**src/hw/ssps_params.svh**
```systemverilog
`ifndef SSPS_PARAMS_SVH
`define SSPS_PARAMS_SVH

`define SSPS_NUM_PORTS 6
`define SSPS_CLK_HZ 50000000
`define SSPS_TIMEOUT_S 30
`define SSPS_TIMEOUT_CYC (`SSPS_TIMEOUT_S * `SSPS_CLK_HZ)
`define SSPS_NO_PORT 3'h7
`define SSPS_SER_WEEK_W 6
`define SSPS_SER_YEAR_W 3
`define SSPS_SER_CNT_W 11
`define SSPS_SER_W 20
`define SSPS_SER_WEEK_MAX 6'h34
`define SSPS_SER_BASE_YEAR 2014
`define SSPS_FIX_NONE 4'h0
`define SSPS_FIX_GNSS 4'h1
`define SSPS_MSG24B 6'h18
`define SSPS_MSG15 6'h0f

`endif

```
**src/hw/ssps_pkg.sv**
```systemverilog
package ssps_pkg;

    // Sentence classes seen on a port, encoded in four bits
    typedef enum logic [3:0] {
        SSPS_S_RMC = 4'h0,
        SSPS_S_GGA = 4'h1,
        SSPS_S_GNS = 4'h2,
        SSPS_S_GLL = 4'h3,
        SSPS_S_GBS = 4'h4,
        SSPS_S_GRS = 4'h5,
        SSPS_S_GSA = 4'h6,
        SSPS_S_GSV = 4'h7,
        SSPS_S_GFA = 4'h8,
        SSPS_S_VTG = 4'h9,
        SSPS_S_VBW = 4'ha,
        SSPS_S_HDT = 4'hb,
        SSPS_S_THS = 4'hc,
        SSPS_S_ROT = 4'hd,
        SSPS_S_DTM = 4'he,
        SSPS_S_OTHER = 4'hf
    } ssps_sent_e;

    typedef enum logic [1:0] {
        SSPS_SR_IDLE = 2'h1,
        SSPS_SR_SEND = 2'h2
    } ssps_sr_state_e;

    typedef logic [2:0] ssps_port_t;

endpackage : ssps_pkg

```
**src/hw/ssps_selector.sv**
```systemverilog
`timescale 1ns/1ps
`include "ssps_params.svh"

// What this block does
// Six ports ranked, sensor one highest
// Each quantity uses highest ranked qualifying port
// Position prefers port with RMC and datum
// Without RMC, datum plus GGA/GNS/GLL qualifies
// Position sentences dropped unless from position source
// 30 s position silence drops, reselects
// Course source: RMC with datum, VTG, VBW
// VTG/VBW dropped unless from course source
// 30 s course silence drops, reselects
// Heading source: HDT or THS
// HDT/THS dropped unless from heading source
// 30 s heading silence drops, reselects
// Turn rate source: ROT
// ROT dropped unless from turn source
// 30 s turn rate silence drops, reselects
// Compatibility reports only none or GNSS fix
// Compatibility setting kept per port
// Serial packed week, years, count
// Serial sent in 24B on 15 request
// Silence timer restarts on data, clears reselect
module ssps_selector
    import ssps_pkg::*;
#(
    parameter int NPORT = `SSPS_NUM_PORTS,
    parameter int TIMEOUT_CYC = `SSPS_TIMEOUT_CYC,
    parameter int STALE_CYC = `SSPS_TIMEOUT_CYC
) (
    // Clock and reset
    input wire logic ref_clk,
    input wire logic rstn,
    // Sentence strobe from the port parsers
    input wire logic sent_stb,
    input wire logic [2:0] sent_port,
    input wire logic [3:0] sent_kind,
    input wire logic sent_datum_ok,
    input wire logic [3:0] sent_fix_quality,
    // Per-port compatibility switches
    input wire logic [NPORT-1:0] compat_mode,
    // Serial number fields
    input wire logic [5:0] ser_week,
    input wire logic [3:0] ser_years,
    input wire logic [10:0] ser_count,
    // Interrogation request
    input wire logic interrog_stb,
    input wire logic [5:0] interrog_msg_id,
    // Forwarded sentence
    output logic fwd_stb,
    output logic [2:0] fwd_port,
    output logic [3:0] fwd_kind,
    output logic [3:0] fwd_fix_quality,
    // Selected sources
    output logic pos_valid,
    output logic [2:0] pos_port,
    output logic cog_valid,
    output logic [2:0] cog_port,
    output logic hdg_valid,
    output logic [2:0] hdg_port,
    output logic rot_valid,
    output logic [2:0] rot_port,
    // Static report reply
    output logic reply_stb,
    output logic [5:0] reply_msg_id,
    output logic [19:0] reply_serial
);
    typedef struct packed {
        logic [NPORT-1:0] seen_rmc;
        logic [NPORT-1:0] seen_dtm;
        logic [NPORT-1:0] seen_fix;
        logic [NPORT-1:0] seen_vel;
        logic [NPORT-1:0] seen_hdg;
        logic [NPORT-1:0] seen_rot;
        logic [31:0] stale_tmr;
        logic fwd_stb;
        logic [2:0] fwd_port;
        logic [3:0] fwd_kind;
        logic [3:0] fwd_fix;
        logic [2:0] pos_port;
        logic pos_valid;
        logic [2:0] cog_port;
        logic cog_valid;
        logic [2:0] hdg_port;
        logic hdg_valid;
        logic [2:0] rot_port;
        logic rot_valid;
        ssps_sr_state_e sr_state;
        logic reply_stb;
        logic [19:0] serial;
    } ssps_sel_s;

    ssps_sel_s st_ff;
    ssps_sel_s nxt_st;
    logic rst_n;
    // Own register: it answers to the raw reset, the struct to the released one
    logic [1:0] rst_sync_ff;

    logic [NPORT-1:0] q_pos, q_cog, q_hdg, q_rot;
    logic [NPORT-1:0] d_pos, d_cog, d_hdg, d_rot;
    logic any_rmc;
    logic [NPORT-1:0] port_hit;
    logic [3:0] k;
    logic pos_v, cog_v, hdg_v, rot_v;
    ssps_port_t pos_p, cog_p, hdg_p, rot_p;

    // Reset released through two flops
    always_ff @(posedge ref_clk or negedge rstn) begin
        if (!rstn) begin
            rst_sync_ff <= 2'h0;
        end else begin
            rst_sync_ff <= {rst_sync_ff[0], 1'b1};
        end
    end
    assign rst_n = rst_sync_ff[1];

    assign k = sent_kind;
    assign port_hit = sent_stb ? (NPORT'(1) << sent_port) : '0;
    assign any_rmc = |(st_ff.seen_rmc & st_ff.seen_dtm);

    // Qualification per quantity
    always_comb begin
        for (int i = 0; i < NPORT; i++) begin
            q_pos[i] = st_ff.seen_dtm[i] &&
                       (any_rmc ? st_ff.seen_rmc[i] : st_ff.seen_fix[i]);
            q_cog[i] = (st_ff.seen_rmc[i] && st_ff.seen_dtm[i]) || st_ff.seen_vel[i];
            q_hdg[i] = st_ff.seen_hdg[i];
            q_rot[i] = st_ff.seen_rot[i];
        end
        d_pos = '0;
        d_cog = '0;
        d_hdg = '0;
        d_rot = '0;
        if (sent_stb) begin
            if (k == SSPS_S_RMC || k == SSPS_S_GGA || k == SSPS_S_GNS || k == SSPS_S_GLL) begin
                d_pos = port_hit;
            end
            if (k == SSPS_S_VTG || k == SSPS_S_VBW || (k == SSPS_S_RMC && sent_datum_ok)) begin
                d_cog = port_hit;
            end
            if (k == SSPS_S_HDT || k == SSPS_S_THS) begin
                d_hdg = port_hit;
            end
            if (k == SSPS_S_ROT) begin
                d_rot = port_hit;
            end
        end
    end

    ssps_source_track #(.NPORT(NPORT), .TIMEOUT_CYC(TIMEOUT_CYC)) u_pos (
        .clk(ref_clk), .rst_n(rst_n), .qual(q_pos), .data_stb(d_pos),
        .sel_valid(pos_v), .sel_port(pos_p), .accept()
    );
    ssps_source_track #(.NPORT(NPORT), .TIMEOUT_CYC(TIMEOUT_CYC)) u_cog (
        .clk(ref_clk), .rst_n(rst_n), .qual(q_cog), .data_stb(d_cog),
        .sel_valid(cog_v), .sel_port(cog_p), .accept()
    );
    ssps_source_track #(.NPORT(NPORT), .TIMEOUT_CYC(TIMEOUT_CYC)) u_hdg (
        .clk(ref_clk), .rst_n(rst_n), .qual(q_hdg), .data_stb(d_hdg),
        .sel_valid(hdg_v), .sel_port(hdg_p), .accept()
    );
    ssps_source_track #(.NPORT(NPORT), .TIMEOUT_CYC(TIMEOUT_CYC)) u_rot (
        .clk(ref_clk), .rst_n(rst_n), .qual(q_rot), .data_stb(d_rot),
        .sel_valid(rot_v), .sel_port(rot_p), .accept()
    );

    always_comb begin
        nxt_st = st_ff;
        nxt_st.fwd_stb = 1'b0;
        nxt_st.reply_stb = 1'b0;
        // Capability memory ages out so a dead port loses its claim
        if (st_ff.stale_tmr >= 32'(STALE_CYC - 1)) begin
            nxt_st.stale_tmr = '0;
            nxt_st.seen_rmc = '0;
            nxt_st.seen_dtm = '0;
            nxt_st.seen_fix = '0;
            nxt_st.seen_vel = '0;
            nxt_st.seen_hdg = '0;
            nxt_st.seen_rot = '0;
        end else begin
            nxt_st.stale_tmr = st_ff.stale_tmr + 32'h1;
        end
        if (sent_stb && sent_port < 3'(NPORT)) begin
            case (k)
                SSPS_S_RMC: nxt_st.seen_rmc = nxt_st.seen_rmc | port_hit;
                SSPS_S_DTM: begin
                    if (sent_datum_ok) begin
                        nxt_st.seen_dtm = nxt_st.seen_dtm | port_hit;
                    end else begin
                        nxt_st.seen_dtm = nxt_st.seen_dtm & ~port_hit;
                    end
                end
                SSPS_S_GGA, SSPS_S_GNS, SSPS_S_GLL: nxt_st.seen_fix = nxt_st.seen_fix | port_hit;
                SSPS_S_VTG, SSPS_S_VBW: nxt_st.seen_vel = nxt_st.seen_vel | port_hit;
                SSPS_S_HDT, SSPS_S_THS: nxt_st.seen_hdg = nxt_st.seen_hdg | port_hit;
                SSPS_S_ROT: nxt_st.seen_rot = nxt_st.seen_rot | port_hit;
                default: ;
            endcase
            // Forwarding gate: only the selected source passes; DTM and other kinds pass from any port
            case (k)
                SSPS_S_RMC, SSPS_S_GGA, SSPS_S_GNS, SSPS_S_GLL, SSPS_S_GBS,
                SSPS_S_GRS, SSPS_S_GSA, SSPS_S_GSV, SSPS_S_GFA:
                    nxt_st.fwd_stb = pos_v && pos_p == sent_port;
                SSPS_S_VTG, SSPS_S_VBW:
                    nxt_st.fwd_stb = cog_v && cog_p == sent_port;
                SSPS_S_HDT, SSPS_S_THS:
                    nxt_st.fwd_stb = hdg_v && hdg_p == sent_port;
                SSPS_S_ROT:
                    nxt_st.fwd_stb = rot_v && rot_p == sent_port;
                default:
                    nxt_st.fwd_stb = 1'b1;
            endcase
            nxt_st.fwd_port = sent_port;
            nxt_st.fwd_kind = sent_kind;
            if (compat_mode[sent_port]) begin
                nxt_st.fwd_fix = (sent_fix_quality == `SSPS_FIX_NONE) ? `SSPS_FIX_NONE : `SSPS_FIX_GNSS;
            end else begin
                nxt_st.fwd_fix = sent_fix_quality;
            end
        end
        nxt_st.pos_valid = pos_v;
        nxt_st.pos_port = pos_p;
        nxt_st.cog_valid = cog_v;
        nxt_st.cog_port = cog_p;
        nxt_st.hdg_valid = hdg_v;
        nxt_st.hdg_port = hdg_p;
        nxt_st.rot_valid = rot_v;
        nxt_st.rot_port = rot_p;
        // Serial reply on interrogation
        case (st_ff.sr_state)
            SSPS_SR_IDLE: begin
                if (interrog_stb && interrog_msg_id == `SSPS_MSG15) begin
                    nxt_st.serial = {ser_week, ser_years[2:0], ser_count};
                    nxt_st.sr_state = SSPS_SR_SEND;
                end
            end
            SSPS_SR_SEND: begin
                nxt_st.reply_stb = 1'b1;
                nxt_st.sr_state = SSPS_SR_IDLE;
            end
            default: nxt_st.sr_state = SSPS_SR_IDLE;
        endcase
    end

    always_ff @(posedge ref_clk or negedge rst_n) begin
        if (!rst_n) begin
            st_ff.seen_rmc <= '0;
            st_ff.seen_dtm <= '0;
            st_ff.seen_fix <= '0;
            st_ff.seen_vel <= '0;
            st_ff.seen_hdg <= '0;
            st_ff.seen_rot <= '0;
            st_ff.stale_tmr <= 32'h0;
            st_ff.fwd_stb <= 1'b0;
            st_ff.fwd_port <= 3'h0;
            st_ff.fwd_kind <= 4'h0;
            st_ff.fwd_fix <= 4'h0;
            st_ff.pos_port <= `SSPS_NO_PORT;
            st_ff.pos_valid <= 1'b0;
            st_ff.cog_port <= `SSPS_NO_PORT;
            st_ff.cog_valid <= 1'b0;
            st_ff.hdg_port <= `SSPS_NO_PORT;
            st_ff.hdg_valid <= 1'b0;
            st_ff.rot_port <= `SSPS_NO_PORT;
            st_ff.rot_valid <= 1'b0;
            st_ff.sr_state <= SSPS_SR_IDLE;
            st_ff.reply_stb <= 1'b0;
            st_ff.serial <= 20'h0;
        end else begin
            st_ff.seen_rmc <= nxt_st.seen_rmc;
            st_ff.seen_dtm <= nxt_st.seen_dtm;
            st_ff.seen_fix <= nxt_st.seen_fix;
            st_ff.seen_vel <= nxt_st.seen_vel;
            st_ff.seen_hdg <= nxt_st.seen_hdg;
            st_ff.seen_rot <= nxt_st.seen_rot;
            st_ff.stale_tmr <= nxt_st.stale_tmr;
            st_ff.fwd_stb <= nxt_st.fwd_stb;
            st_ff.fwd_port <= nxt_st.fwd_port;
            st_ff.fwd_kind <= nxt_st.fwd_kind;
            st_ff.fwd_fix <= nxt_st.fwd_fix;
            st_ff.pos_port <= nxt_st.pos_port;
            st_ff.pos_valid <= nxt_st.pos_valid;
            st_ff.cog_port <= nxt_st.cog_port;
            st_ff.cog_valid <= nxt_st.cog_valid;
            st_ff.hdg_port <= nxt_st.hdg_port;
            st_ff.hdg_valid <= nxt_st.hdg_valid;
            st_ff.rot_port <= nxt_st.rot_port;
            st_ff.rot_valid <= nxt_st.rot_valid;
            st_ff.sr_state <= nxt_st.sr_state;
            st_ff.reply_stb <= nxt_st.reply_stb;
            st_ff.serial <= nxt_st.serial;
        end
    end

    assign fwd_stb = st_ff.fwd_stb;
    assign fwd_port = st_ff.fwd_port;
    assign fwd_kind = st_ff.fwd_kind;
    assign fwd_fix_quality = st_ff.fwd_fix;
    assign pos_valid = st_ff.pos_valid;
    assign pos_port = st_ff.pos_port;
    assign cog_valid = st_ff.cog_valid;
    assign cog_port = st_ff.cog_port;
    assign hdg_valid = st_ff.hdg_valid;
    assign hdg_port = st_ff.hdg_port;
    assign rot_valid = st_ff.rot_valid;
    assign rot_port = st_ff.rot_port;
    assign reply_stb = st_ff.reply_stb;
    assign reply_msg_id = `SSPS_MSG24B;
    assign reply_serial = st_ff.serial;
endmodule : ssps_selector

```
**src/hw/ssps_source_track.sv**
```systemverilog
`timescale 1ns/1ps
`include "ssps_params.svh"

module ssps_source_track
    import ssps_pkg::*;
#(
    parameter int NPORT = 6,
    parameter int TIMEOUT_CYC = 1500000000
) (
    // Clock and reset
    input wire logic clk,
    input wire logic rst_n,
    // Per-port qualification and data strobes
    input wire logic [NPORT-1:0] qual,
    input wire logic [NPORT-1:0] data_stb,
    // Selected source
    output logic sel_valid,
    output ssps_port_t sel_port,
    output logic accept
);
    typedef struct packed {
        logic valid;
        ssps_port_t port;
        logic [31:0] tmr;
        logic acc;
    } ssps_trk_s;

    ssps_trk_s st_ff;
    ssps_trk_s nxt_st;
    logic found;
    ssps_port_t best;

    // Lowest index is the highest priority
    always_comb begin
        found = 1'b0;
        best = `SSPS_NO_PORT;
        for (int i = NPORT - 1; i >= 0; i--) begin
            if (qual[i]) begin
                found = 1'b1;
                best = ssps_port_t'(i);
            end
        end
    end

    always_comb begin
        nxt_st = st_ff;
        nxt_st.acc = 1'b0;
        if (!st_ff.valid) begin
            if (found) begin
                nxt_st.valid = 1'b1;
                nxt_st.port = best;
                nxt_st.tmr = '0;
            end
        end else if (best != st_ff.port) begin
            // Better source appeared or current one lost its claim
            nxt_st.valid = found;
            nxt_st.port = best;
            nxt_st.tmr = '0;
        end else if (data_stb[st_ff.port]) begin
            nxt_st.acc = 1'b1;
            nxt_st.tmr = '0;
        end else if (st_ff.tmr >= 32'(TIMEOUT_CYC - 1)) begin
            // Silence: drop, reselect next cycle
            nxt_st.valid = 1'b0;
            nxt_st.port = `SSPS_NO_PORT;
            nxt_st.tmr = '0;
        end else begin
            nxt_st.tmr = st_ff.tmr + 32'h1;
        end
    end

    always_ff @(posedge clk or negedge rst_n) begin
        if (!rst_n) begin
            st_ff <= '{valid: 1'b0, port: `SSPS_NO_PORT, tmr: 32'h0, acc: 1'b0};
        end else begin
            st_ff <= nxt_st;
        end
    end

    assign sel_valid = st_ff.valid;
    assign sel_port = st_ff.port;
    assign accept = st_ff.acc;
endmodule : ssps_source_track

```
**config.mk**
```make
export PLATFORM = sky130hd
export DESIGN_NAME = ssps_selector
export DESIGN_NICKNAME = d
export VERILOG_FILES = /design/src/hw/ssps_pkg.sv /design/src/hw/ssps_selector.sv /design/src/hw/ssps_source_track.sv
export VERILOG_INCLUDE_DIRS = /design/src /design/src/hw
export SDC_FILE = /design/constraint.sdc
export NUM_CORES = 1
export LEC_CHECK = 0
export BUFFER_PORTS_ARGS = -buffer_cell sky130_fd_sc_hd__buf_2
export CAP_MARGIN = 20
export CORE_ASPECT_RATIO = 1.4
export CORE_MARGIN = 5
export CORE_UTILIZATION = 52
export CTS_CLUSTER_DIAMETER = 100
export DETAILED_ROUTE_END_ITERATION = 6
export PLACE_DENSITY = 0.74
export SYNTH_ARGS = -nofsm -noshare
export SYNTH_HDL_FRONTEND = slang
export SYNTH_SLANG_ARGS = --single-unit
export TNS_END_PERCENT = 30
```
**constraint.sdc**
```tcl
create_clock -name ref_clk -period 8.5 [get_ports ref_clk]
set_input_delay 0.85 -clock ref_clk [delete_from_list [all_inputs] [get_ports ref_clk]]
set_output_delay 0.85 -clock ref_clk [all_outputs]
set_load 0.01 [all_outputs]
```
Word-level counts from Yosys, hierarchy flattened
Index checks and enable logic that the tools add are counted.
- bitwise operators: 9
- magnitude comparators: 11
- shift-type cells: 1
- multiplexer cells: 118
- reductions and logical operators: 47
- eq/ne operators: 34
- add/sub/neg operators: 5
- operators with widths (kind ; count):
    $mux 36 ; 14
    $mux 32 ; 9
    $add 32x1->32 const B ; 5
    $ge 32x31->1 const B ; 5
    $mux 6 ; 16
    $mux 3 ; 16
    $mux 1 ; 37
    $mux 4 ; 9
    $or 6x6->6 ; 6
    $eq 4x4->1 const B ; 7
    $ne 3x3->1 const B ; 8
    $lt 3x4->1 const B ; 5
    $mux 2 ; 10
    $logic_and 1x1->1 ; 19
    $eq 4x3->1 const B ; 4
    $bmux 1 s3 ; 5
    $and 6x6->6 ; 2
    $eq 3x3->1 ; 4
    $logic_or 1x1->1 ; 12
    $mux 12 ; 1
    $ne 3x3->1 ; 4
    $reduce_and 3->1 ; 4
    $reduce_or 9->1 ; 1
    $eq 4x2->1 const B ; 2
    other kinds (15) ; 20
- input bits: 49
- output and inout bits: 55
- flip-flop bits (word level): 265
- logic and storage cells: 260

Depth between registers and ports, before layout
- depth after elaboration: 13
- depth in mapped cells: 10
- mapped depth without buffers: 8

Cells and area by module
From an unflattened synthesis, not the netlist that was laid out.
- cell total of the unflattened synthesis: 1621
- area, all modules: 15273.4 um^2
- modules (own cells, without submodules) (module ; area an instance (um^2) ; cells each ; instances):
    ssps_source_track ; 2351.0 ; 264 ; 4
    ssps_selector ; 5869.4 ; 565 ; 1

Worst setup path before layout
OpenSTA, ideal clock, no wires.
- path type: input-to-reg
- start point: input port sent_kind[0]
- end point: register u_hdg.st_ff[30] (netlist bit)
- buffers on the path: 3
- data required time: 8.375 ns
- arrival time: 2.766 ns
- stages: 10
- path slack: 5.609 ns
- path through: buf_2 -> nor3b_2 -> o21ai_2 -> or4_4 -> o2111ai_2 -> or2_0 -> buf_2 -> buf_4 -> o21ai_0 -> mux2_2
- word-level cells in the longest chain between the ends: 9
- elaborated cells on any way between the ends: 10
- those cells by class: eq/ne: 2; mux: 7; reduce/logical: 1
- RTL lines (what ; line ; RTL):
    from (decl) ; ssps_selector.sv:38 ; input wire logic [3:0] sent_kind,
    $eq 4x4->1 ; ssps_selector.sv:142 ; if (k == SSPS_S_HDT || k == SSPS_S_THS) begin
    $logic_or 1x1->1 * ; ssps_selector.sv:142 ;
    $mux 6 * ; ssps_selector.sv:142 ;
    $mux 6 * ; ssps_selector.sv:135 ; if (sent_stb) begin
    $bmux 1 s3 * ; ssps_source_track.sv:59 ; end else if (data_stb[st_ff.port]) begin
    $mux 1 (implied by the code) * ; ssps_source_track.sv:59 ;
    $mux 32 * ; ssps_source_track.sv:59 ;
    $mux 36 * ; ssps_source_track.sv:54 ; end else if (best != st_ff.port) begin
    $mux 36 * ; ssps_source_track.sv:48 ; if (!st_ff.valid) begin
    to (signal assigned) ; ssps_source_track.sv:74 ; st_ff <= '{valid: 1'b0, port: `SSPS_NO_PORT, tmr: 32'h0, acc: 1'b0};
    to (signal assigned) ; ssps_source_track.sv:76 ; st_ff <= nxt_st;
    to (decl) ; ssps_source_track.sv:28 ; ssps_trk_s st_ff;
Mark *: on every way between the ends. The rest lies on a longest branch, timed or not. The select of a mux whose other input is x is not followed.
A chain may end at the register's enable or synchronous reset.

Final worst setup path
- start point: register st_ff[112] (netlist bit)
- end point: register u_pos.st_ff[16] (netlist bit)
- word-level cells in the longest chain between the ends: 13
- elaborated cells on any way between the ends: 30
- those cells by class: eq/ne: 1; mux: 20; bitwise: 1; reduce/logical: 8
- RTL lines (what ; line ; RTL):
    from (decl) ; ssps_selector.sv:94 ; ssps_sel_s st_ff;
    $and 6x6->6 ; ssps_selector.sv:120 ; assign any_rmc = |(st_ff.seen_rmc & st_ff.seen_dtm);
    $reduce_or 6->1 ; ssps_selector.sv:120 ;
    $mux 1 ; ssps_selector.sv:126 ; (any_rmc ? st_ff.seen_rmc[i] : st_ff.seen_fix[i]);
    $logic_and 1x1->1 ; ssps_selector.sv:125 ; q_pos[i] = st_ff.seen_dtm[i] &&
    $mux 2 (2 in a row) ; ssps_source_track.sv:38 ; if (qual[i]) begin
    $mux 3 (4 in a row) ; ssps_source_track.sv:38 ;
    $ne 3x3->1 ; ssps_source_track.sv:54 ;
    $mux 36 ; ssps_source_track.sv:54 ;
    $mux 36 ; ssps_source_track.sv:48 ;
    to (signal assigned) ; ssps_source_track.sv:74 ;
    to (signal assigned) ; ssps_source_track.sv:76 ;
    to (decl) ; ssps_source_track.sv:28 ;
Several ways; a longest one is shown, not always the timed one.

==> impl_metrics.csv <==
group,metric,value,unit
pwr,p_per_area,220,nW/um^2
placed_design,dp_slack,4.85,ns
sta,worst_pin_slew,1.04,ns
final_layout,antenna_cells,0,
pwr,clock_power_share,35.2,%
placed_design,gp_congestion,0.887,
setup_path,crit_chain,"a22o_1 > nor4_1 > nor3_1 > a2111oi_1 > o211a_2 > nand2_2 > o311ai_2",
final_layout,area_growth,9.29,%
pwr,pwr-share-seq,43.7,%
sta,finalHoldViolations,0,
sta,timing.fmax,270,MHz
yosys,synthTopCellsByArea,"dfrtp_1 41%, nand2_1 4.9%, dfstp_2 4.5%",
clocking,holdBufCountCts,0,
setup_path,regToRegStartpoint,"st_ff[112]",
floorplan,ioPinCount,104,
yosys,synth_area_leader_cell,"dfrtp_1",
floorplan,rows,72,
placed_design,dpl.cell_count,1902,
setup_path,cp_slowest_cell,"o211a_2",
final_layout,multi_input_area,7020,um^2
floorplan,coreArea,27600,um^2
setup_path,cp_data_required_time,8.93,ns
final_layout,final_area,15900,um^2
final_layout,regArea,6670,um^2
floorplan,initial_core_util,52.6,%
setup_path,crit_type,"reg2reg",
final_layout,fin_nets,1618,
setup_path,crit_family,"compound AO/OA/AOI/OAI gates",
yosys,synth_area,14500,um^2
setup_path,critPathLaunch,"st_ff[112]",
setup_path,startpoint_type,"flip-flop",
clocking,clkTransAtPathRegs,0.06,ns
sta,period_needed,3.71,ns
clocking,cts_sinks,265,
detailed_routing,vias_per_cell,5.99,
sta,fin_hold_ws,0.0969,ns
clocking,htreeDepth,1,
floorplan,die_w,151,um
setup_path,worstSetupEndpointType,"flip-flop",
sta,clock_skew,0.0184,ns
pwr,worst_ir_drop_vdd,0.000204,V
final_layout,num-fill-cells,2385,
setup_path,path_buf_inv,0,
final_layout,fin_util,57.5,%
pwr,p_sw,1.07,mW
detailed_routing,wl_per_cell,17.0,um
clocking,cts_setup_buffers,0,
yosys,yosysMostFrequentCell,"dfrtp_1",
detailed_routing,post-route-drc-count,0,
yosys,synth_top_flop_cell,"dfrtp_1",
setup_path,cp_slowest_stage_delay,0.82,ns
yosys,ys_top_cells_by_count,"240 x dfrtp_1, 188 x nand2_1, 135 x nor2_1",
clocking,ctsResizeCount,0,
sta,rsz0062_at_grt,"no",
sta,final_max_slew_viol_count,0,
pwr,combPwrFrac,21.1,%
min_path,hold_class,"in2async",
placed_design,hpwl,22600,um
yosys,yosysWarnings,0,
grt,grt_pass1_wl,56400,um
clocking,clockBufferDepth,3,
yosys,async_flop_share,100,%
grt,grt_max_degree,81,
yosys,synth_edf_count,0,
sta,setup_ws,4.79,ns
detailed_routing,num_vias,11700,
sta,max-slew-margin-rel,30.2,%
detailed_routing,drt-initial-drc-count,700,
floorplan,die_h,208,um
grt,grt_overflow,0,
grt,antenna_found_initial,2,
status,outcome,"completed",
detailed_routing,drt_pass1_iterations,5,
yosys,syn_inst,1531,
final_layout,drive_gt1_share,17.3,%
setup_path,arrival,4.14,ns
run,max_cap_violations,0,
detailed_routing,detail-route-antenna-nets,0,
pwr,leakage,6.71,nW
pwr,total_power,3.48,mW
clocking,cts_root_buf,"clkbuf_16",
grt,grt_usage,21.1,%
setup_path,worst-path-max-fanout,40,
yosys,ys_types,94,
placed_design,place_area,14900,um^2
final_layout,instances_no_fill,1954,
sta,timing.final.crit_share,43.6,%
pwr,switching_share,30.8,%
yosys,netlist.area_leader.share,41.4,%
placed_design,io_buffers,96,
clocking,cts_buffers,27,
pwr,internal_power,2.41,mW
yosys,avgSynthCellArea,9.47,um^2
sta,setup_viol,0,
floorplan,die-area,31400,um^2
yosys,synth.yosys.seq_area_share,45.9,%
yosys,ys_ff_latch,265,
grt,grt_pass1_vias,11500,
clocking,tritoncts,"built",
clocking,clock_latency,0.54,ns
detailed_routing,wl,33200,um
sta,setup_tns,0,ns
cell families after synthesis:
family          after synthesis  share of synthesized area, %
simple gates                664                          23.1
xor+xnor                     49                          2.96
compound gates              352                          18.6
fa+ha+maj                     5                         0.431
other cells                   2                        0.0518
flops                       265                          45.9
mux                          36                          2.77
buf+inv                     158                          6.15
power groups by stage:
stage          combinational, mW  clock (mW)  sequential [mW]
6_report                   0.734        1.23             1.52
5_1_grt                    0.817        1.30             1.54
3_5_place_dp               0.723           0             1.54
2_1_floorplan              0.594           0             1.52
4_1_cts                    0.727        1.25             1.52
3_3_place_gp               0.701           0             1.54
layout make-up:
cell class | count | area share, %
Clock buffer | 41 | 4.97
Clock inverter | 8 | 0.758
Inverter | 43 | 1.02
Multi-Input combinational cell | 1114 | 44.3
Sequential cell | 265 | 42.1
Tap cell | 370 | 2.92
Timing Repair Buffer | 113 | 4.01
metal layers:
layer  up-vias  part of all wire (%)  track usage (%)
met5         -                 0.021                0
met3        68                   4.3             2.58
met1      5745                    42             28.2
met2       262                    51             36.1
met4         2                   2.6             5.91
li1       5623                     -                -
state kept, by name, indices dropped and copies added, names as in the netlist, 2 cells and up:
name and flops:
st_ff 58, rst_sync_ff 2, u_hdg.sel_port 3, u_rot.sel_port 3
pos_port 3, u_cog.sel_port 3, u_hdg.st_ff 32, u_rot.st_ff 32
u_pos.sel_port 3, hdg_port 3, fwd_fix_quality 4, q_rot 6
u_pos.st_ff 32, fwd_port 3, u_cog.st_ff 32, q_hdg 6
cog_port 3, rot_port 3, fwd_kind 4, reply_serial 20
placed cells by master (no fill, tap or decap), drive strengths merged, types with 11 or more instances in the layout:
cell / netlist / layout
and2: 17 / 17
nand2: 189 / 189
nand3: 94 / 94
mux2i: 12 / 12
nand4: 44 / 44
o22ai: 11 / 11
o21a: 11 / 11
or2: 13 / 13
nand2b: 12 / 12
clkbuf: 29 / 41
buf: 86 / 113
mux2: 23 / 23
o2bb2ai: 12 / 12
inv: 43 / 43
and3: 23 / 23
xnor2: 23 / 23
a31oi: 41 / 41
nor2: 136 / 136
o311ai: 21 / 21
a21oi: 49 / 49
dfstp: 25 / 25
a21o: 12 / 12
dfrtp: 240 / 240
nor4: 31 / 31
o21ai: 68 / 68
nor3: 46 / 46
xor2: 26 / 26
or3: 17 / 17
a22o: 35 / 35
final timing paths:
kind	to	slack (ns)	cells after the start
max in group asynchronous	u_pos.st_ff[18]	5.99	2
worst max register to register	u_pos.st_ff[16]	4.79	7
worst min-delay path	rst_sync_ff[1]	0.1	1
worst min register to register	st_ff[52]	0.32	0
worst max-delay path	u_pos.st_ff[16]	4.79	7
min in group ref_clk	rst_sync_ff[1]	0.36	0
worst reg2reg max path: cells and delay by family (launching register included):
family	cells	cell delay [ns]
DFF	1	0.46
and+or+nand+nor	3	0.97
AOI/OAI and AO/OA	4	2.18
(Power assumes the default switching activity.)
